**src/logic/pgss_pkg.sv**
```systemverilog
// constants and types for the position gain switch selector
package pgss_pkg;
	// register byte offsets
	localparam logic [11:0] PGSS_OFS_MODE = 12'h000;
	localparam logic [11:0] PGSS_OFS_DELAY = 12'h004;
	localparam logic [11:0] PGSS_OFS_LEVEL = 12'h008;
	localparam logic [11:0] PGSS_OFS_HYST = 12'h00C;
	localparam logic [11:0] PGSS_OFS_STAT = 12'h010;
	// ranges and reset values
	localparam logic [3:0] PGSS_MODE_MAX = 4'hA;
	localparam logic [3:0] PGSS_MODE_RST = 4'h0;
	localparam logic [15:0] PGSS_DELAY_MAX = 16'h2710;
	localparam logic [15:0] PGSS_DELAY_RST = 16'h0032;
	localparam logic [15:0] PGSS_LEVEL_MAX = 16'h4E20;
	localparam logic [15:0] PGSS_LEVEL_RST = 16'h0032;
	localparam logic [15:0] PGSS_HYST_RST = 16'h0021;
	// switching conditions
	localparam logic [3:0] PGSS_M_FIX1 = 4'h0;
	localparam logic [3:0] PGSS_M_FIX2 = 4'h1;
	localparam logic [3:0] PGSS_M_INPUT = 4'h2;
	localparam logic [3:0] PGSS_M_TORQUE = 4'h3;
	localparam logic [3:0] PGSS_M_SPDVAR = 4'h4;
	localparam logic [3:0] PGSS_M_SPDCMD = 4'h5;
	localparam logic [3:0] PGSS_M_POSDEV = 4'h6;
	localparam logic [3:0] PGSS_M_POSCMD = 4'h7;
	localparam logic [3:0] PGSS_M_INPOS = 4'h8;
	localparam logic [3:0] PGSS_M_ACTSPD = 4'h9;
	localparam logic [3:0] PGSS_M_CMDSPD = 4'hA;
	// status field positions
	localparam int PGSS_ST_GAIN = 0;
	localparam int PGSS_ST_CNT = 16;
	// timing: one control cycle is 0.1 ms
	localparam int PGSS_CLK_NS = 5;
	localparam int PGSS_TICK_NS = 100000;
	localparam int PGSS_TICK_CYC = PGSS_TICK_NS / PGSS_CLK_NS;
	// active control loop
	typedef enum logic [1:0] {
		PGSS_CTL_POS,
		PGSS_CTL_VEL,
		PGSS_CTL_TRQ,
		PGSS_CTL_FULL
	} pgss_ctl_t;
	// gain state
	typedef enum logic {
		PGSS_GS_FIRST,
		PGSS_GS_SECOND
	} pgss_gs_t;
	// control loop quantities: five signed values, already scaled, and two single-bit flags
	typedef struct packed {
		logic signed [31:0] torque_cmd;
		logic signed [31:0] spd_cmd_var;
		logic signed [31:0] spd_cmd;
		logic signed [31:0] pos_dev;
		logic signed [31:0] act_spd;
		logic pos_cmd_nz;
		logic pos_done;
	} pgss_loop_t;
endpackage : pgss_pkg

```
**src/logic/pgss_selector.sv**
```systemverilog
// position gain switch selector with apb parameter registers
`timescale 1ns/100ps
`default_nettype none
module pgss_selector import pgss_pkg::*; #(
	parameter int TICK_CYC = PGSS_TICK_CYC
) (
	input wire logic I_MCLK,
	input wire logic I_NRST,
	input wire logic I_PSEL,
	input wire logic I_PENABLE,
	input wire logic I_PWRITE,
	input wire logic [11:0] I_PADDR,
	input wire logic [31:0] I_PWDATA,
	output logic [31:0] O_PRDATA,
	output logic O_PREADY,
	output logic O_PSLVERR,
	input wire logic [1:0] I_CTRL_MODE,
	input wire logic I_GAIN_PIN,
	input wire logic I_GAIN_ASSIGNED,
	input wire pgss_loop_t I_LOOP,
	output logic O_GAIN_SECOND,
	output logic O_TICK
);
	// magnitude of a signed quantity, saturating is not needed at 32 bits
	function automatic logic [31:0] mag(input logic signed [31:0] v);
		mag = v[31] ? 32'(-v) : 32'(v);
	endfunction : mag
	// clamp a write to a parameter maximum
	function automatic logic [15:0] clamp(input logic [31:0] v, input logic [15:0] mx);
		clamp = (v > {16'h0000, mx}) ? mx : v[15:0];
	endfunction : clamp

	logic [3:0] mode_ff; // switching condition
	logic [15:0] delay_ff; // return delay in control cycles
	logic [15:0] level_ff; // trigger level
	logic [15:0] hyst_ff; // hysteresis as written
	logic pready_ff; // access phase answer
	logic [31:0] prdata_ff; // captured read data
	logic pslverr_ff; // unmapped address flag
	logic pin_s1_ff; // first sync stage, read only by stage two
	logic pin_s2_ff; // synchronised gain input
	logic [31:0] tick_cnt_ff; // control cycle divider
	logic tick_ff; // one-cycle control strobe
	logic [15:0] ret_cnt_ff; // elapsed qualifying cycles
	pgss_gs_t state_ff; // current gain state
	logic gain_ff; // registered gain output
	logic [15:0] eff_hyst; // hysteresis after level clamp
	logic [31:0] lo_thr; // return threshold
	logic [31:0] hi_thr; // entry threshold
	logic enter; // condition to take second gain
	logic ret_ok; // condition to go back to first gain
	logic delayed; // mode uses the return delay
	logic valid; // mode applies under current loop
	logic force_gain; // fixed or input driven choice
	logic forced; // mode is fixed, input driven or undefined
	pgss_gs_t nxt_state;
	logic [15:0] nxt_ret_cnt;
	pgss_ctl_t ctl;
	logic setup;
	logic [11:0] a;

	assign ctl = pgss_ctl_t'(I_CTRL_MODE);
	assign setup = I_PSEL & ~I_PENABLE;
	assign a = I_PADDR;

	// one-cycle answer: pready rises in the access phase
	always_ff @(posedge I_MCLK or negedge I_NRST) begin
		if (!I_NRST) begin
			pready_ff <= 1'b0;
		end else begin
			pready_ff <= setup & ~pready_ff;
		end
	end

	// read data and error captured during setup
	always_ff @(posedge I_MCLK or negedge I_NRST) begin
		if (!I_NRST) begin
			prdata_ff <= 32'h0000_0000;
			pslverr_ff <= 1'b0;
		end else if (setup) begin
			pslverr_ff <= 1'b0;
			prdata_ff <= 32'h0000_0000;
			case (a)
				PGSS_OFS_MODE: prdata_ff <= {28'h000_0000, mode_ff};
				PGSS_OFS_DELAY: prdata_ff <= {16'h0000, delay_ff};
				PGSS_OFS_LEVEL: prdata_ff <= {16'h0000, level_ff};
				PGSS_OFS_HYST: prdata_ff <= {16'h0000, hyst_ff};
				PGSS_OFS_STAT: begin
					prdata_ff[PGSS_ST_GAIN] <= gain_ff;
					prdata_ff[PGSS_ST_CNT +: 16] <= ret_cnt_ff;
				end
				default: pslverr_ff <= 1'b1; // unmapped answers with an error
			endcase
		end else if (!I_PSEL) begin
			pslverr_ff <= 1'b0;
		end
	end

	// parameter writes take effect in the access cycle
	always_ff @(posedge I_MCLK or negedge I_NRST) begin
		if (!I_NRST) begin
			mode_ff <= PGSS_MODE_RST;
			delay_ff <= PGSS_DELAY_RST;
			level_ff <= PGSS_LEVEL_RST;
			hyst_ff <= PGSS_HYST_RST;
		end else if (I_PSEL & I_PENABLE & pready_ff & I_PWRITE) begin
			case (a)
				PGSS_OFS_MODE: begin
					// an undefined condition is ignored, the old one stays
					if (I_PWDATA <= {28'h000_0000, PGSS_MODE_MAX}) begin
						mode_ff <= I_PWDATA[3:0];
					end
				end
				PGSS_OFS_DELAY: delay_ff <= clamp(I_PWDATA, PGSS_DELAY_MAX);
				PGSS_OFS_LEVEL: level_ff <= clamp(I_PWDATA, PGSS_LEVEL_MAX);
				PGSS_OFS_HYST: hyst_ff <= clamp(I_PWDATA, PGSS_LEVEL_MAX);
				default: ;
			endcase
		end
	end

	// gain input pin crosses into the clock domain
	always_ff @(posedge I_MCLK or negedge I_NRST) begin
		if (!I_NRST) begin
			pin_s1_ff <= 1'b0;
			pin_s2_ff <= 1'b0;
		end else begin
			pin_s1_ff <= I_GAIN_PIN;
			pin_s2_ff <= pin_s1_ff;
		end
	end

	always_ff @(posedge I_MCLK or negedge I_NRST) begin
		if (!I_NRST) begin
			tick_cnt_ff <= 32'h0000_0000;
			tick_ff <= 1'b0;
		end else if (tick_cnt_ff >= 32'(TICK_CYC - 1)) begin
			tick_cnt_ff <= 32'h0000_0000;
			tick_ff <= 1'b1;
		end else begin
			tick_cnt_ff <= tick_cnt_ff + 32'h0000_0001;
			tick_ff <= 1'b0;
		end
	end

	// thresholds; software should keep level above hysteresis anyway
	always_comb begin
		eff_hyst = (level_ff < hyst_ff) ? level_ff : hyst_ff;
		lo_thr = {16'h0000, level_ff - eff_hyst};
		hi_thr = {16'h0000, level_ff};
	end

	// entry and return conditions per switching mode
	always_comb begin
		enter = 1'b0;
		ret_ok = 1'b0;
		delayed = 1'b1;
		valid = (ctl == PGSS_CTL_POS) | (ctl == PGSS_CTL_FULL);
		forced = 1'b0;
		force_gain = 1'b0;
		case (mode_ff)
			PGSS_M_FIX1: begin
				forced = 1'b1;
				delayed = 1'b0;
			end
			PGSS_M_FIX2: begin
				forced = 1'b1;
				force_gain = 1'b1;
				delayed = 1'b0;
			end
			PGSS_M_INPUT: begin
				forced = 1'b1;
				delayed = 1'b0;
				force_gain = I_GAIN_ASSIGNED & pin_s2_ff;
			end
			PGSS_M_TORQUE: begin
				valid = 1'b1;
				enter = mag(I_LOOP.torque_cmd) > lo_thr;
				ret_ok = mag(I_LOOP.torque_cmd) < lo_thr;
			end
			// speed command variation, velocity loop only
			PGSS_M_SPDVAR: begin
				valid = (ctl == PGSS_CTL_VEL);
				enter = mag(I_LOOP.spd_cmd_var) > (hi_thr + {16'h0000, eff_hyst});
				ret_ok = mag(I_LOOP.spd_cmd_var) < lo_thr;
			end
			PGSS_M_SPDCMD: begin
				valid = (ctl != PGSS_CTL_TRQ);
				enter = mag(I_LOOP.spd_cmd) > hi_thr;
				ret_ok = mag(I_LOOP.spd_cmd) < lo_thr;
			end
			// deviation arrives in encoder or scale counts per loop
			PGSS_M_POSDEV: begin
				enter = mag(I_LOOP.pos_dev) > hi_thr;
				ret_ok = mag(I_LOOP.pos_dev) < lo_thr;
			end
			PGSS_M_POSCMD: begin
				enter = I_LOOP.pos_cmd_nz;
				ret_ok = ~I_LOOP.pos_cmd_nz;
			end
			PGSS_M_INPOS: begin
				enter = ~I_LOOP.pos_done;
				ret_ok = I_LOOP.pos_done;
			end
			PGSS_M_ACTSPD: begin
				enter = mag(I_LOOP.act_spd) > hi_thr;
				ret_ok = mag(I_LOOP.act_spd) < lo_thr;
			end
			// command present, return needs slow motor too
			PGSS_M_CMDSPD: begin
				enter = I_LOOP.pos_cmd_nz;
				ret_ok = ~I_LOOP.pos_cmd_nz & (mag(I_LOOP.act_spd) < lo_thr);
			end
			default: begin
				forced = 1'b1;
				delayed = 1'b0;
			end
		endcase
	end

	// next gain state, evaluated once per control cycle
	always_comb begin
		nxt_state = state_ff;
		nxt_ret_cnt = ret_cnt_ff;
		if (forced) begin
			nxt_state = force_gain ? PGSS_GS_SECOND : PGSS_GS_FIRST;
			nxt_ret_cnt = 16'h0000;
		end else if (!valid) begin
			// outside its loop a mode holds first gain
			nxt_state = PGSS_GS_FIRST;
			nxt_ret_cnt = 16'h0000;
		end else begin
			case (state_ff)
				PGSS_GS_FIRST: begin
					nxt_ret_cnt = 16'h0000;
					if (enter) begin
						nxt_state = PGSS_GS_SECOND;
					end
				end
				PGSS_GS_SECOND: begin
					if (!ret_ok) begin
						nxt_ret_cnt = 16'h0000;
					// return once the delay has elapsed
					end else if (ret_cnt_ff >= delay_ff) begin
						nxt_state = PGSS_GS_FIRST;
						nxt_ret_cnt = 16'h0000;
					end else begin
						nxt_ret_cnt = ret_cnt_ff + 16'h0001;
					end
				end
				default: begin
					nxt_state = PGSS_GS_FIRST;
					nxt_ret_cnt = 16'h0000;
				end
			endcase
		end
	end

	// state moves only on the control strobe
	always_ff @(posedge I_MCLK or negedge I_NRST) begin
		if (!I_NRST) begin
			state_ff <= PGSS_GS_FIRST;
			ret_cnt_ff <= 16'h0000;
			gain_ff <= 1'b0;
		end else if (tick_ff) begin
			state_ff <= nxt_state;
			ret_cnt_ff <= nxt_ret_cnt;
			gain_ff <= (nxt_state == PGSS_GS_SECOND);
		end
	end

	assign O_PREADY = pready_ff;
	assign O_PRDATA = prdata_ff;
	assign O_PSLVERR = pslverr_ff;
	assign O_GAIN_SECOND = gain_ff;
	assign O_TICK = tick_ff;

	a_fixed_first_gain: assert property (@(posedge I_MCLK) disable iff (!I_NRST)
		(tick_ff && mode_ff == PGSS_M_FIX1) |=> !gain_ff)
		else $error("mode 0 did not hold first gain");
	a_fixed_second_gain: assert property (@(posedge I_MCLK) disable iff (!I_NRST)
		(tick_ff && mode_ff == PGSS_M_FIX2) |=> gain_ff)
		else $error("mode 1 did not hold second gain");
	a_unassigned_input_first: assert property (@(posedge I_MCLK) disable iff (!I_NRST)
		(tick_ff && mode_ff == PGSS_M_INPUT && !I_GAIN_ASSIGNED) |=> !gain_ff)
		else $error("unassigned gain input left first gain");
	a_velocity_only_mode: assert property (@(posedge I_MCLK) disable iff (!I_NRST)
		(tick_ff && mode_ff == PGSS_M_SPDVAR && ctl != PGSS_CTL_VEL) |=> !gain_ff)
		else $error("mode 4 acted outside velocity control");
	a_poscmd_enters_second: assert property (@(posedge I_MCLK) disable iff (!I_NRST)
		(tick_ff && mode_ff == PGSS_M_POSCMD && ctl == PGSS_CTL_POS
		&& I_LOOP.pos_cmd_nz) |=> gain_ff)
		else $error("position command did not select second gain");
	a_hyst_clamped_level: assert property (@(posedge I_MCLK) disable iff (!I_NRST)
		(hyst_ff > level_ff) ? (eff_hyst == level_ff) : (eff_hyst == hyst_ff))
		else $error("hysteresis not clamped to level");
	a_param_ranges: assert property (@(posedge I_MCLK) disable iff (!I_NRST)
		level_ff <= PGSS_LEVEL_MAX && hyst_ff <= PGSS_LEVEL_MAX && delay_ff <= PGSS_DELAY_MAX)
		else $error("parameter outside its range");
	a_count_restarts: assert property (@(posedge I_MCLK) disable iff (!I_NRST)
		(tick_ff && !forced && valid && state_ff == PGSS_GS_SECOND && !ret_ok)
		|=> ret_cnt_ff == 16'h0000 && gain_ff)
		else $error("return count not restarted");
	a_return_after_delay: assert property (@(posedge I_MCLK) disable iff (!I_NRST)
		($fell(gain_ff) && delayed && $past(valid)) |-> $past(ret_cnt_ff) >= $past(delay_ff))
		else $error("returned to first gain before the delay");
	a_change_on_tick: assert property (@(posedge I_MCLK) disable iff (!I_NRST)
		$changed(gain_ff) |-> $past(tick_ff))
		else $error("gain changed outside a control cycle");
	a_apb_one_wait: assert property (@(posedge I_MCLK) disable iff (!I_NRST)
		(I_PSEL && !I_PENABLE) |=> pready_ff)
		else $error("apb answer not in the access phase");
	// input, threshold and loop checks on the decision taken at each strobe
	a_input_follows_pin: assert property (@(posedge I_MCLK) disable iff (!I_NRST)
		(tick_ff && mode_ff == PGSS_M_INPUT && I_GAIN_ASSIGNED) |=> gain_ff == $past(pin_s2_ff))
		else $error("mode 2 did not follow the gain input");
	a_torque_enters_second: assert property (@(posedge I_MCLK) disable iff (!I_NRST)
		(tick_ff && mode_ff == PGSS_M_TORQUE && mag(I_LOOP.torque_cmd) > lo_thr) |=> gain_ff)
		else $error("large torque did not select second gain");
	a_invalid_loop_first: assert property (@(posedge I_MCLK) disable iff (!I_NRST)
		(tick_ff && mode_ff >= PGSS_M_POSDEV && mode_ff <= PGSS_M_CMDSPD
		&& (ctl == PGSS_CTL_VEL || ctl == PGSS_CTL_TRQ)) |=> !gain_ff)
		else $error("position loop mode acted outside its loops");
	a_inpos_enters_second: assert property (@(posedge I_MCLK) disable iff (!I_NRST)
		(tick_ff && mode_ff == PGSS_M_INPOS && valid && !I_LOOP.pos_done) |=> gain_ff)
		else $error("incomplete positioning did not select second gain");
	a_return_when_due: assert property (@(posedge I_MCLK) disable iff (!I_NRST)
		(tick_ff && !forced && valid && state_ff == PGSS_GS_SECOND && ret_ok
		&& ret_cnt_ff >= delay_ff) |=> !gain_ff)
		else $error("second gain held past the return delay");
endmodule : pgss_selector
`default_nettype wire

```
**config.mk**
```make
export PLATFORM = sky130hd
export DESIGN_NAME = pgss_selector
export DESIGN_NICKNAME = d
export VERILOG_FILES = /design/src/logic/pgss_pkg.sv /design/src/logic/pgss_selector.sv
export SDC_FILE = /design/constraint.sdc
export NUM_CORES = 1
export LEC_CHECK = 0
export ABC_CLOCK_PERIOD_IN_PS = 12300
export BUFFER_PORTS_ARGS = -buffer_cell sky130_fd_sc_hd__buf_2
export CAP_MARGIN = 10
export CORE_MARGIN = 2
export CORE_UTILIZATION = 30
export CTS_CLUSTER_SIZE = 28
export DETAILED_ROUTE_END_ITERATION = 6
export PLACE_DENSITY = 0.45
export SLEW_MARGIN = 20
export SYNTH_ARGS = -nofsm -noshare
export SYNTH_HDL_FRONTEND = slang
export SYNTH_SLANG_ARGS = --single-unit
```
**constraint.sdc**
```tcl
create_clock -name I_MCLK -period 12.3 [get_ports I_MCLK]
set_input_delay 0.615 -clock I_MCLK [delete_from_list [all_inputs] [get_ports I_MCLK]]
set_output_delay 0.615 -clock I_MCLK [all_outputs]
set_load 0.005 [all_outputs]
```
-- Word level (Yosys, flattened, before mapping)
Cells that the tools add are included.
- add/subtract/negate cells: 9
- order comparisons: 16
- equality and inequality tests: 18
- multiplexer cells: 32
- bitwise logic cells: 13
- reduce and logical (&&, ||, !) cells: 9
- operators by type and width (kind ; count):
    two-way mux 32 bit ; 6
    less-than comparator 32 x 16 -> 1 bit ; 5
    negation 32 bit ; 5
    > comparator 32 x 16 -> 1 bit ; 4
    two-way mux 16 bit ; 8
    case mux 15 bit (4 select lines) ; 1
    adder 32 x 1 -> 32 bit, second input constant ; 1
    greater-or-equal comparator 32 x 15 -> 1 bit, second input constant ; 1
    > comparator 32 x 14 -> 1 bit, second input constant ; 1
    > comparator 32 x 15 -> 1 bit, second input constant ; 1
    > comparator 32 x 17 -> 1 bit ; 1
    less-or-equal comparator 32 x 4 -> 1 bit, second input constant ; 1
    case mux 16 bit (2 select lines) ; 1
    == test 12 x 4 -> 1 bit, second input constant ; 2
    adder 16 x 16 -> 17 bit ; 1
    adder 16 x 1 -> 16 bit, second input constant ; 1
    == test 4 x 3 -> 1 bit, second input constant ; 4
    greater-or-equal comparator 16 bit ; 1
    less-than comparator 16 bit ; 1
    subtractor 16 bit ; 1
    == test 12 x 3 -> 1 bit, second input constant ; 1
    == test 12 x 5 -> 1 bit, second input constant ; 1
    == test 4 bit, second input constant ; 3
    zero test 12 bit ; 1
    other kinds (21) ; 44
- bits in registers: 138
- input bits: 215
- output and inout port bits: 36
- logic and storage cells: 110

-- Longest topological paths before layout
Gate-level depths: netlist (run 1).
- word-level depth: 10
- gate-level depth with buffers: 38
- depth with buffers taken out: 36

-- Worst setup path after synthesis (run 1)
OpenSTA, ideal clock, no wires.
- path type: register to register
- from: register level_ff[1]
- to: register ret_cnt_ff[5]
- setup time: 0.124 ns
- data arrival time: 7.085 ns
- data required time: 12.176 ns
- path slack: 5.091 ns
- stages on the path, launching flop included: 37
- buffers on the path: 3
- clock period less this slack: 7.209 ns
- cells stage by stage: dfstp_2 -> ha_1 -> a21o_1 -> a21o_1 -> a21o_1 -> a21oi_1 -> nor2b_1 -> o21ai_0 -> a21oi_1 -> nor2_1 -> o31ai_1 -> clkbuf_1 -> mux2i_1 -> ha_1 -> o21ba_2 -> or4_1 -> nand4_1 -> and3b_1 -> clkbuf_1 -> nor2_1 -> o21bai_1 -> a21oi_1 -> o21bai_1 -> a21oi_1 -> o21bai_1 -> xor2_1 -> ha_1 -> and4_1 -> o211ai_1 -> or2_2 -> a22o_1 -> o2111a_1 -> nor4_1 -> a211oi_4 -> buf_6 -> a21oi_1 -> o21bai_1
- longest elaborated chain between the ends: 10
- elaborated cells between the ends (all ways): 14
- those cells by class: add/sub: 1; order compare: 6; mux: 6; bitwise: 1
- ends and longest elaborated chain (element ; RTL line ; text):
    start: declaration ; pgss_selector.sv:35 ; logic [15:0] level_ff;
    start signal: assignment ; pgss_selector.sv:115 ; PGSS_OFS_LEVEL: level_ff <= clamp(I_PWDATA, PGSS_LEVEL_MAX);
    less-than comparator 16 bit ; pgss_selector.sv:148 ; eff_hyst = (level_ff < hyst_ff) ? level_ff : hyst_ff;
    two-way mux 16 bit ; pgss_selector.sv:148 ;
    subtractor 16 bit * ; pgss_selector.sv:149 ; lo_thr = {16'h0000, level_ff - eff_hyst};
    less-than comparator 32 x 16 -> 1 bit ; pgss_selector.sv:207, pgss_selector.sv:212 ;
    AND 1 bit ; pgss_selector.sv:212 ; ret_ok = ~I_LOOP.pos_cmd_nz & (mag(I_LOOP.act_spd) < lo_thr);
    case mux 1 bit (8 select lines) * ; pgss_selector.sv:161 ; case (mode_ff)
    two-way mux 16 bit * ; pgss_selector.sv:241 ; if (!ret_ok) begin
    case mux 16 bit (2 select lines) * ; pgss_selector.sv:233 ; case (state_ff)
    two-way mux 16 bit * ; pgss_selector.sv:228 ; end else if (!valid) begin
    two-way mux 16 bit * ; pgss_selector.sv:225 ; if (forced) begin
    end signal: assignment ; pgss_selector.sv:267 ; ret_cnt_ff <= nxt_ret_cnt;
    end: declaration ; pgss_selector.sv:44 ; logic [15:0] ret_cnt_ff;
Mark *: on every way between the ends. The rest lies on a longest branch, timed or not.
A chain may end at the register's enable or synchronous reset.

-- Worst setup path after layout (run 1)
Same ends and word-level chain as after synthesis.

==> metrics.txt, run 1 <==
max incr delay on CP around 0.85 ns; largest net degree at the start of global routing 88; antenna violations before repair 5; initial core utilization a little under a third; Die Height around 230 µm; Die X around 230 µm; crit share post-route between 70 and 80%; Worst-Skew Late Latency 0.43 ns; unrepaired setup endpoints after global routing no; sequential area share after synthesis ~22%; clock root cell clkbuf_16; Max Clock Freq 111 MHz; # rows between 80 and 90; Global Route Usage Sum 20.5%; Synth Register Bits 138; Tightest Pin Transition about 1.1 ns; post-synth top area share roughly a fifth; DR vias/cell between 5 and 6; Synthesis Warnings 0; CTS buffer count 17; worst IR drop on VDD roughly 0.000083 V; Pins Over Slew Limit 0; Post-CTS Setup Repair Bufs 0; Fillers around 5400; pwr/cell area 70.7 nW/µm²; Pwr Total approximately 1300 µW; Die ar. ~53000 µm²; Routed Antenna Nets 0; Top FF cell, synth dfrtp_1; Final setup violation count 0; GR Overflow Total 0; PostCTS Resize Cnt 0; top cells by area, synth dfrtp_1 21%, ha_1 17%, xnor2_1 5.2%, o21ai_0 4.8%, nand2_1 3.7%; cts hold-fix bufs 0; cells after synthesis approximately 1900; I/O Buffers 250; Clock transition at path regs around 0.070 ns; H-tree Lvls 4; Critical Path End ret_cnt_ff[5]; post-layout util 35.4%; top cells by count, synth 207 x ha_1, 154 x nand2_1, 150 x nor2_1, 147 x o21ai_0, 130 x dfrtp_1; Max Clock Skew between 0.015 and 0.02 ns; outcome finished clean; Worst setup EP type flop; CTS Sinks approximately 140; syn avg cell area ~8.0 µm²; RePlAce Congestion 0.887; Top Ports roughly 250; CTS tree done; WS Path Type flop to flop; DRT Pass-1 Iters 7; worst-path fanout max 24; final net count 2590; CP startpoint level_ff[1]; WP data arrival a little over 9 ns; crit path max-delay cell type a211oi_4; Vias roughly 16000; Syn Std Cell Area approximately 15000 µm²; hpwl dp around 45000 µm; HP Class input pin to asynchronous set/reset pin; required time worst endpoint ~13 ns; WL final between 50000 and 60000 µm; worst rel slew slack between 20% and 30%; DR DRC count 0; area added between synthesis and finish 17.0%; layout cell share with drive strength beyond 1 between 10% and 20%; register area 3460 µm²; EDFF count, synth 0; Leakage Power 0.00752 µW; vias in the first global route approximately 15000; Cell variety after synth about 80; count leader, synth ha_1; final hold violations 0; setup TNS 0 ns; Core Area approximately 51000 µm²; worst r2r path cells 33; crit start category flop; Yosys top cell by area dfrtp_1; r2r endpoint ret_cnt_ff[5]; global-route wire length before repair 87000 µm; flop2flop setup slack between 3 and 4 ns; multi-input logic area approximately 11000 µm²; Clock Path Buffers 2; Synth async-reset ratio 100%; post-layout minimum cycle time 8.97 ns; routed length per instance between 15 and 20 µm; initial drt markers 897; FF-to-FF Start level_ff[1]; max-cap violations 0
[cell usage in the layout, fill, tap and decap left out, types with 20 or more instances in the layout]
cell      instances
nor3_1           66
nor2b_1          32
nand4_1          44
dfrtp_1         130
o31ai_1          31
xnor2_1          91
o21ai_0         147
a21o_1           25
nand2b_1         26
inv_1           116
mux2i_1          48
xor2_1           24
nand3_1          56
nor2_1          149
nor4_1           45
or3_1            27
ha_1            207
buf_2           249
or4_1            27
a22o_1           20
a21oi_1         104
and3_1           20
nand2_1         154
[worst max-delay path: cells and delay by family, from the launching register on]
family | cells | cell delay (ns)
adders and majority gates | 3 | 0.83
xor gates and xnor gates | 1 | 0.52
DFF | 1 | 0.59
AOI/OAI and AO/OA | 18 | 4.25
buffers and inverters | 1 | 0.45
and+or+nand+nor | 9 | 1.85
muxes | 1 | 0.36
[power breakdown]
group / total, µW / internal (µW) / switching, µW
Combinational: 305 / 122 / 183
Clock: 516 / 287 / 228
Sequential: 459 / 457 / 1.21
Total: 1280 / 867 / 412
[per-layer routing]
| layer | vias to the layer above | part of all wire (%) | track usage [%] |
|---|---|---|---|
| li1 | 7713 | - | - |
| met1 | 7565 | 48 | 28.0 |
| met2 | 379 | 46 | 34.0 |
| met3 | 71 | 4.3 | 2.69 |
| met4 | 2 | 2.2 | 5.46 |
| met5 | - | 0.023 | 0 |
[registers in the layout, indices dropped and copies added (netlist names)]
signal         flops
delay_ff          16
pin_s2_ff          1
O_PRDATA          32
ret_cnt_ff        16
O_TICK             1
tick_cnt_ff       32
O_PSLVERR          1
O_PREADY           1
hyst_ff           16
mode_ff            4
pin_s1_ff          1
level_ff          16
O_GAIN_SECOND      1
[layout make-up]
class                           instances  area share (%)
Antenna cell                            4          0.0553
Multi-Input combinational cell       1631            63.0
Sequential cell                       138            19.1
Timing Repair Buffer                  262            7.45
Inverter                              116            2.41
Clock inverter                         14           0.830
Clock buffer                           18            2.37
Tap cell                              680            4.70
[worst min path at each step]
stage / startpoint / to / slack (ns) / depth (start not counted)
2_1_floorplan: I_NRST / O_GAIN_SECOND / 0.32 / 0
3_3_place_gp: pin_s1_ff / pin_s2_ff / 0.33 / 0
3_5_place_dp: pin_s1_ff / pin_s2_ff / 0.34 / 0
4_1_cts: I_GAIN_PIN / pin_s1_ff / 0.27 / 1
5_1_grt: I_GAIN_PIN / pin_s1_ff / 0.28 / 1
6_report: I_NRST / O_PRDATA[30] / 0.24 / 1
[through the flow]
stage          hold WS [ns]  instances  setup WS (ns)  cell area [µm²]
4_1_cts               0.275       2859           3.11            18100
2_1_floorplan         0.319       1948           5.09            15500
6_report              0.245       2863           3.33            18100
5_1_grt               0.281       2862           2.59            18100
3_3_place_gp          0.331       2827           3.45            17500
3_5_place_dp          0.336       2827           3.15            17500
[cells by family after synthesis]
family	after synthesis	share of synthesized area (%)
and+or+nand+nor	702	23.2
AOI/OAI and AO/OA	529	22.5
adders and majority gates	210	17.1
buffers and inverters	179	4.44
DFF	138	22.4
xor gates and xnor gates	115	6.51
muxes	58	3.83
other	1	0.0242
Note: power is estimated with default switching activity, not from simulation.
==> run 2, diff against run 1 <==
ABC_CLOCK_PERIOD_IN_PS = 7800   (was 12300)
PLACE_DENSITY = 0.46   (was 0.45)
clock period = 7.8 ns   (was 12.3 ns; I/O delays follow)
==> run 2 against run 1 <==
Sequential power up 58%. First-iteration DRC count up 25%. Flip-flop and latch count unchanged. Via count about the same. Largest cell class unchanged.
==> metrics.txt, run 2 (synthesis gave the netlist of run 1 again) <==
outcome finished clean (unchanged); GR Util met2 35.3% (was 34.0%); Tightest Pin Transition 1.15 ns (was 1.14 ns); Die ar. 53400 µm² (unchanged); clock root cell clkbuf_16 (unchanged); vias in the first global route 15200 (was 15400); worst IR drop on VDD 0.0000975 V (was 0.0000828 V); initial drt markers 1120 (was 897); H-tree Lvls 4 (unchanged); DR DRC count 0 (unchanged); WL final 56700 µm (was 55800 µm); # rows 83 (unchanged); CTS tree done (unchanged); RePlAce Congestion 0.962 (was 0.887); dpl cell area 17600 µm² (was 17500 µm²); Final setup violation count 0 (unchanged); pwr/cell area 112 nW/µm² (was 70.7 nW/µm²); max incr delay on CP 0.59 ns (was 0.85 ns); DRT Pass-1 Iters 5 (was 7); pre-CTS setup slack -0.147 ns (was 3.15 ns); commonest non-fill, non-tap cells in the layout 249 x buf_2, 207 x ha_1, 154 x nand2_1 (unchanged); worst setup margin 0.407 ns (was 3.33 ns); max-cap violations 0 (unchanged); post-layout minimum cycle time 7.39 ns (was 8.97 ns); crit start category flop (unchanged); Fillers 5388 (was 5396); most common cell after layout, fill and taps aside buf_2 (unchanged); final std cells w/o fill 2882 (was 2863); Max Clock Skew 0.0147 ns (was 0.0197 ns); Routed Antenna Nets 0 (unchanged); GR met3 Demand/Resource 2.25% (was 2.69%); Pwr Total 2050 µW (was 1280 µW); I/O Buffers 250 (unchanged); CP dominant cell by count a21oi_1; Vias 15700 (about the same); final net count 2611 (was 2590); Worst setup EP type flop (unchanged); CTS buffer count 17 (unchanged); crit share post-route 94.8% (was 72.9%); GR Util met1 28.8% (was 28.0%); post-layout util 35.9% (was 35.4%); layout cell share with drive strength beyond 1 16.5% (was 15.5%); WS Path Type flop to flop (unchanged); DR vias/cell 5.46 (was 5.49); Core Area 51100 µm² (unchanged); area added between synthesis and finish 18.7% (was 17.0%); final hold violations 0 (unchanged); CP delay by family, top compound AO/OA/AOI/OAI gates (unchanged); final instance area 18400 µm² (was 18100 µm²); worst rel slew slack 22.7% (was 23.5%); largest net degree at the start of global routing 76 (was 88); Global Route Usage Sum 20.8% (was 20.5%); layer with the highest usage met2 (unchanged); Leakage Power 0.00766 µW (was 0.00752 µW); routed length per instance 19.7 µm (was 19.5 µm); global-route wire length before repair 88100 µm (was 87000 µm); hpwl dp 46200 µm (was 45300 µm); Clock transition at path regs 0.07 ns (about the same); worst-path fanout max 17 (was 24); GR Overflow Total 0 (unchanged); CTS Sinks 138 (unchanged); initial core utilization 30.3% (unchanged); HP Class input pin to flop (was input pin to asynchronous set/reset pin); WP data arrival 7.70 ns (was 9.32 ns); Pins Over Slew Limit 0 (unchanged); Max Clock Freq 135 MHz (was 111 MHz); multi-input logic area 11500 µm² (was 11400 µm²); crit path max-delay cell type dfstp_2 (was a211oi_4); Die Height 231 µm (unchanged); flop2flop setup slack 0.41 ns (was 3.33 ns); Worst-Skew Late Latency 0.43 ns (about the same); register area 3460 µm² (unchanged); Top Ports 251 (unchanged); Placed Cells 2840 (was 2827); Clock Path Buffers 2 (unchanged); Die X 231 µm (unchanged); required time worst endpoint 8.11 ns (was 12.64 ns); antenna violations before repair 3 (was 5); Buf/Inv on CP 4 (was 1); unrepaired setup endpoints after global routing no (unchanged)
## run 2: worst register-to-register path: cells and delay by family (launching register included)
family	cells	cell delay (ns)
compound gates	18	2.73
simple gates	10	2.04
fa+ha+maj	3	0.84
buf+inv	4	0.78
flops	1	0.59
mux	1	0.21
xor+xnor	1	0.11
## run 2: worst paths after layout
check                             from         endpoint  cells after the start
hold reg to reg              pin_s1_ff        pin_s2_ff                      0
min in group asynchronous       I_NRST     O_PRDATA[30]                      2
hold / removal              I_GAIN_PIN        pin_s1_ff                      1
setup reg to reg           level_ff[1]    ret_cnt_ff[5]                     37
setup / recovery           level_ff[1]    ret_cnt_ff[5]                     37
max in group asynchronous       I_NRST  tick_cnt_ff[31]                      3
## run 2: metrics by stage
step                hold slack (ns)  setup TNS (ns)
floorplan                    0.0944               0
global placement              0.333               0
detailed placement            0.342          -0.616
CTS                          0.0446               0
global route                 0.0430               0
finish                       0.0607               0
## run 2: power breakdown
| part | internal [µW] | leakage [µW] | switching [µW] |
|---|---|---|---|
| clock | 486 | 0.000303 | 358 |
| combinational | 193 | 0.00558 | 288 |
| sequential | 721 | 0.00178 | 1.79 |
## run 2: final cells by class
cell class / count / area share (%)
Timing Repair Buffer: 282 / 8.40
Inverter: 116 / 2.37
Clock buffer: 17 / 2.32
Antenna cell: 2 / 0.0273
Sequential cell: 138 / 18.9
Clock inverter: 15 / 1.00
Tap cell: 680 / 4.63
Multi-Input combinational cell: 1632 / 62.4
## run 2: per-layer routing
metal  part of all wire, %  routed length, µm
met4                   1.1                606
met1                    47              26900
met5                 0.019                 11
met3                   4.2               2360
met2                    47              26800
## run 2: timing repair
| action | CTS | global route |
|---|---|---|
| gates resized for setup | 1 | 8 |
| endpoints found under the hold margin | 38 | 0 |
| hold buffers | 1 | 0 |
| cloned | 1 | 0 |
| buffers inserted | 0 | 6 |
| setup endpoints to repair | 14 | 17 |
| pin swaps | 1 | 3 |
==> run 3, diff against run 2 <==
ABC_AREA = 1   (was not set)
CORE_UTILIZATION = 50   (was 30)
PLACE_DENSITY = 0.71   (was 0.46)
==> run 3 against run 2 <==
The flow now finishes with violations (negative hold slack). Non-clock buffer count decreased by 24. Hold slack worse by 0.075 ns. Sequential share of layout area fell by 1.2 points. Flip-flop and latch count did not move. Die area down 33%. Power up 5.1%. Routed wire length down 1.3%. Cell area up 6.8%. Cell count increased by 19%. Critical endpoint is now ret_cnt_ff[7]. Highest routed layer is now met4.
==> metrics.txt, run 3 <==
final net count 3381 (was 2611); I/O Buffers 250 (unchanged); post-synth top area share 18.9% (was 21.0%); Tightest Pin Transition 1.13 ns (was 1.15 ns); required time worst endpoint 8.15 ns (was 8.11 ns); final hold violations 11 (was 0); antenna violations before repair 2 (was 3); Vias 18700 (was 15700); Die X 189 µm (was 231 µm); HP Class input pin to asynchronous set/reset pin (was input pin to flop); crit share post-route 85.0% (was 94.8%); crit start category flop (unchanged); failing checks negative hold slack; initial core utilization 51.0% (was 30.3%); top cells by area, synth dfrtp_1 19%, nand2_1 16%, ha_1 15%, inv_1 7.9%, nor2_1 7.7% (was dfrtp_1 21%, ha_1 17%, xnor2_1 5.2%, o21ai_0 4.8%, nand2_1 3.7%); RePlAce Congestion 0.987 (was 0.962); unrepaired setup endpoints after global routing no (unchanged); CTS buffer count 17 (unchanged); H-tree Lvls 4 (unchanged); global-route wire length before repair 89200 µm (was 88100 µm); Syn Std Cell Area 17200 µm² (was 15500 µm²); DR vias/cell 5.48 (was 5.46); worst rel slew slack 24.7% (was 22.7%); cts hold-fix bufs 0 (was 1); EDFF count, synth 0 (unchanged); Net Sw Frac 30.6% (was 31.6%); WL final 55900 µm (was 56700 µm); Core Area 33700 µm² (was 51100 µm²); P_int 1500 µW (was 1400 µW); Worst-Skew Late Latency 0.43 ns (about the same); layout cell share with drive strength beyond 1 12.8% (was 16.5%); syn avg cell area 6.35 µm² (was 8.01 µm²); Post-CTS Setup Repair Bufs 0 (unchanged); DR DRC count 0 (unchanged); cells after synthesis 2706 (was 1932); Top Ports 251 (unchanged); flop2flop setup slack 1.17 ns (was 0.41 ns); outcome complete, but fails checks (was finished clean); post-layout minimum cycle time 6.63 ns (was 7.39 ns); worst-path fanout max 32 (was 17); CTS tree done (unchanged); Die ar. 35900 µm² (was 53400 µm²); area added between synthesis and finish 14.1% (was 18.7%); Leakage Power 0.00978 µW (was 0.00766 µW); Die Height 189 µm (was 231 µm); GR Overflow Total 0 (unchanged); max-cap violations 0 (unchanged); WS Path Type flop to flop (unchanged); Pins Over Slew Limit 0 (unchanged); # rows 67 (was 83); initial drt markers 1323 (was 1120); Clock transition at path regs 0.06 ns (was 0.07 ns); Routed Antenna Nets 0 (unchanged); Global Route Usage Sum 30.9% (was 20.8%); hold slack -0.0148 ns (was 0.0607 ns); Max Clock Skew 0.00651 ns (was 0.0147 ns); pwr/cell area 110 nW/µm² (was 112 nW/µm²); Synth async-reset ratio 100% (unchanged); Final setup violation count 0 (unchanged); worst r2r path cells 34 (was 37); sequential share of power 33.9% (was 35.3%); Top FF cell, synth dfrtp_1 (unchanged); Yosys top cell by area dfrtp_1 (unchanged); WP data arrival 6.98 ns (was 7.70 ns); routed length per instance 16.4 µm (was 19.7 µm); clock root cell clkbuf_16 (unchanged); Comb pwr share 24.8% (was 23.5%); final std cells w/o fill 3419 (was 2882); Sw Pwr 658 µW (was 648 µW); commonest non-fill, non-tap cells in the layout 718 x nand2_1, 362 x inv_1, 353 x nor2_1 (was 249 x buf_2, 207 x ha_1, 154 x nand2_1); Cell variety after synth 62 (was 82); most common cell after layout, fill and taps aside nand2_1 (was buf_2); crit path max-delay cell type dfrtp_1 (was dfstp_2); CTS Sinks 138 (unchanged); PostCTS Resize Cnt 0 (was 1); Clock Path Buffers 2 (unchanged); largest net degree at the start of global routing 80 (was 76); count leader, synth nand2_1 (was ha_1); sequential area share after synthesis 20.2% (was 22.4%); part of the power in the clock network 41.3% (was 41.2%); setup TNS 0 ns (unchanged); hpwl dp 45500 µm (was 46200 µm); Synth Register Bits 138 (unchanged); vias in the first global route 17600 (was 15200); Synthesis Warnings 0 (unchanged); worst IR drop on VDD 0.000294 V (was 0.0000975 V); Max Clock Freq 151 MHz (was 135 MHz); Worst setup EP type flop (unchanged); top cells by count, synth 718 x nand2_1, 362 x inv_1, 353 x nor2_1, 207 x ha_1, 180 x nand3_1 (was 207 x ha_1, 154 x nand2_1, 150 x nor2_1, 147 x o21ai_0, 130 x dfrtp_1); max incr delay on CP 0.58 ns (was 0.59 ns); Placed Cells 3386 (was 2840); DRT Pass-1 Iters 5 (unchanged)
-- run 3: cell count changes after synthesis, moves of 30 or more --
cell / before / now
nor3_1: 66 / 28
inv_1: 116 / 362
nor2_1: 150 / 353
nand3_1: 56 / 180
a21oi_1: 104 / 137
nand2_1: 154 / 718
mux2i_1: 48 / 1
xor2_1: 24 / 104
xnor2_1: 91 / 12
nor2b_1: 32 / 0
nor4_1: 47 / 17
-- run 3: worst paths after layout --
kind | end | from
worst max-delay path | ret_cnt_ff[7] | level_ff[0]
worst min register to register | pin_s2_ff | pin_s1_ff
worst max register to register | ret_cnt_ff[7] | level_ff[0]
worst min-delay path | tick_cnt_ff[27] | I_NRST
max in group asynchronous | hyst_ff[9] | I_NRST
min in group I_MCLK | pin_s1_ff | I_GAIN_PIN
-- run 3: layout make-up --
class	count	area (µm²)
clock buffers	19	443
diodes	1	2.50
clock inverters	13	199
well taps	448	561
flip-flops and latches	138	3460
multi-input cells	2168	12200
fillers	3427	14100
repair buffers	258	1320
inverters	374	1410
-- run 3: through the flow --
stage | hold slack, ns | total power (µW) | setup WS, ns | utilization [%] | instance area [µm²]
after floorplan | 0.0944 | 1070 | 2.22 | - | 17200
after global routing | 0.0435 | 2270 | 0.436 | 58.2 | 19600
final | -0.0148 | 2150 | 1.17 | 58.2 | 19600
after CTS | 0.0201 | 2150 | 0.867 | 58.1 | 19600
after detailed placement | 0.346 | 1270 | 0.869 | 56.2 | 18900
after global placement | 0.333 | 1250 | 1.18 | 56.2 | 18900
-- run 3: routing by layer --
layer | up-vias | track usage, % | share of wire (%)
li1 | 9375 | - | -
met1 | 8541 | 40.9 | 44
met2 | 686 | 50.7 | 44
met3 | 126 | 4.99 | 7.4
met4 | 0 | 11.7 | 3.9
met5 | - | 0 | 0
-- run 3: cells by family after synthesis --
logic type	share of synthesized area, %
AO/OA/AOI/OAI	13.3
XOR/XNOR	6.10
adder cells (fa/ha/maj)	15.3
buffers and inverters	9.26
flip-flops	20.2
multiplexers	0.0583
other	0.0218
AND/OR/NAND/NOR	35.8
-- run 3: power by group through the flow --
stage	Clock, µW	Combinational, µW	Sequential, µW
4_1_cts	895	530	730
5_1_grt	928	613	730
3_5_place_dp	0	526	742
3_3_place_gp	0	511	742
2_1_floorplan	0	330	742
6_report	890	535	730
-- run 3: worst max-delay path: cells and delay by family, from the launching register on --
kind / cells / cell delay, ns
buf+inv: 2 / 0.30
flops: 1 / 0.58
xor+xnor: 1 / 0.49
fa+ha+maj: 2 / 0.72
simple gates: 16 / 1.69
compound gates: 13 / 2.74
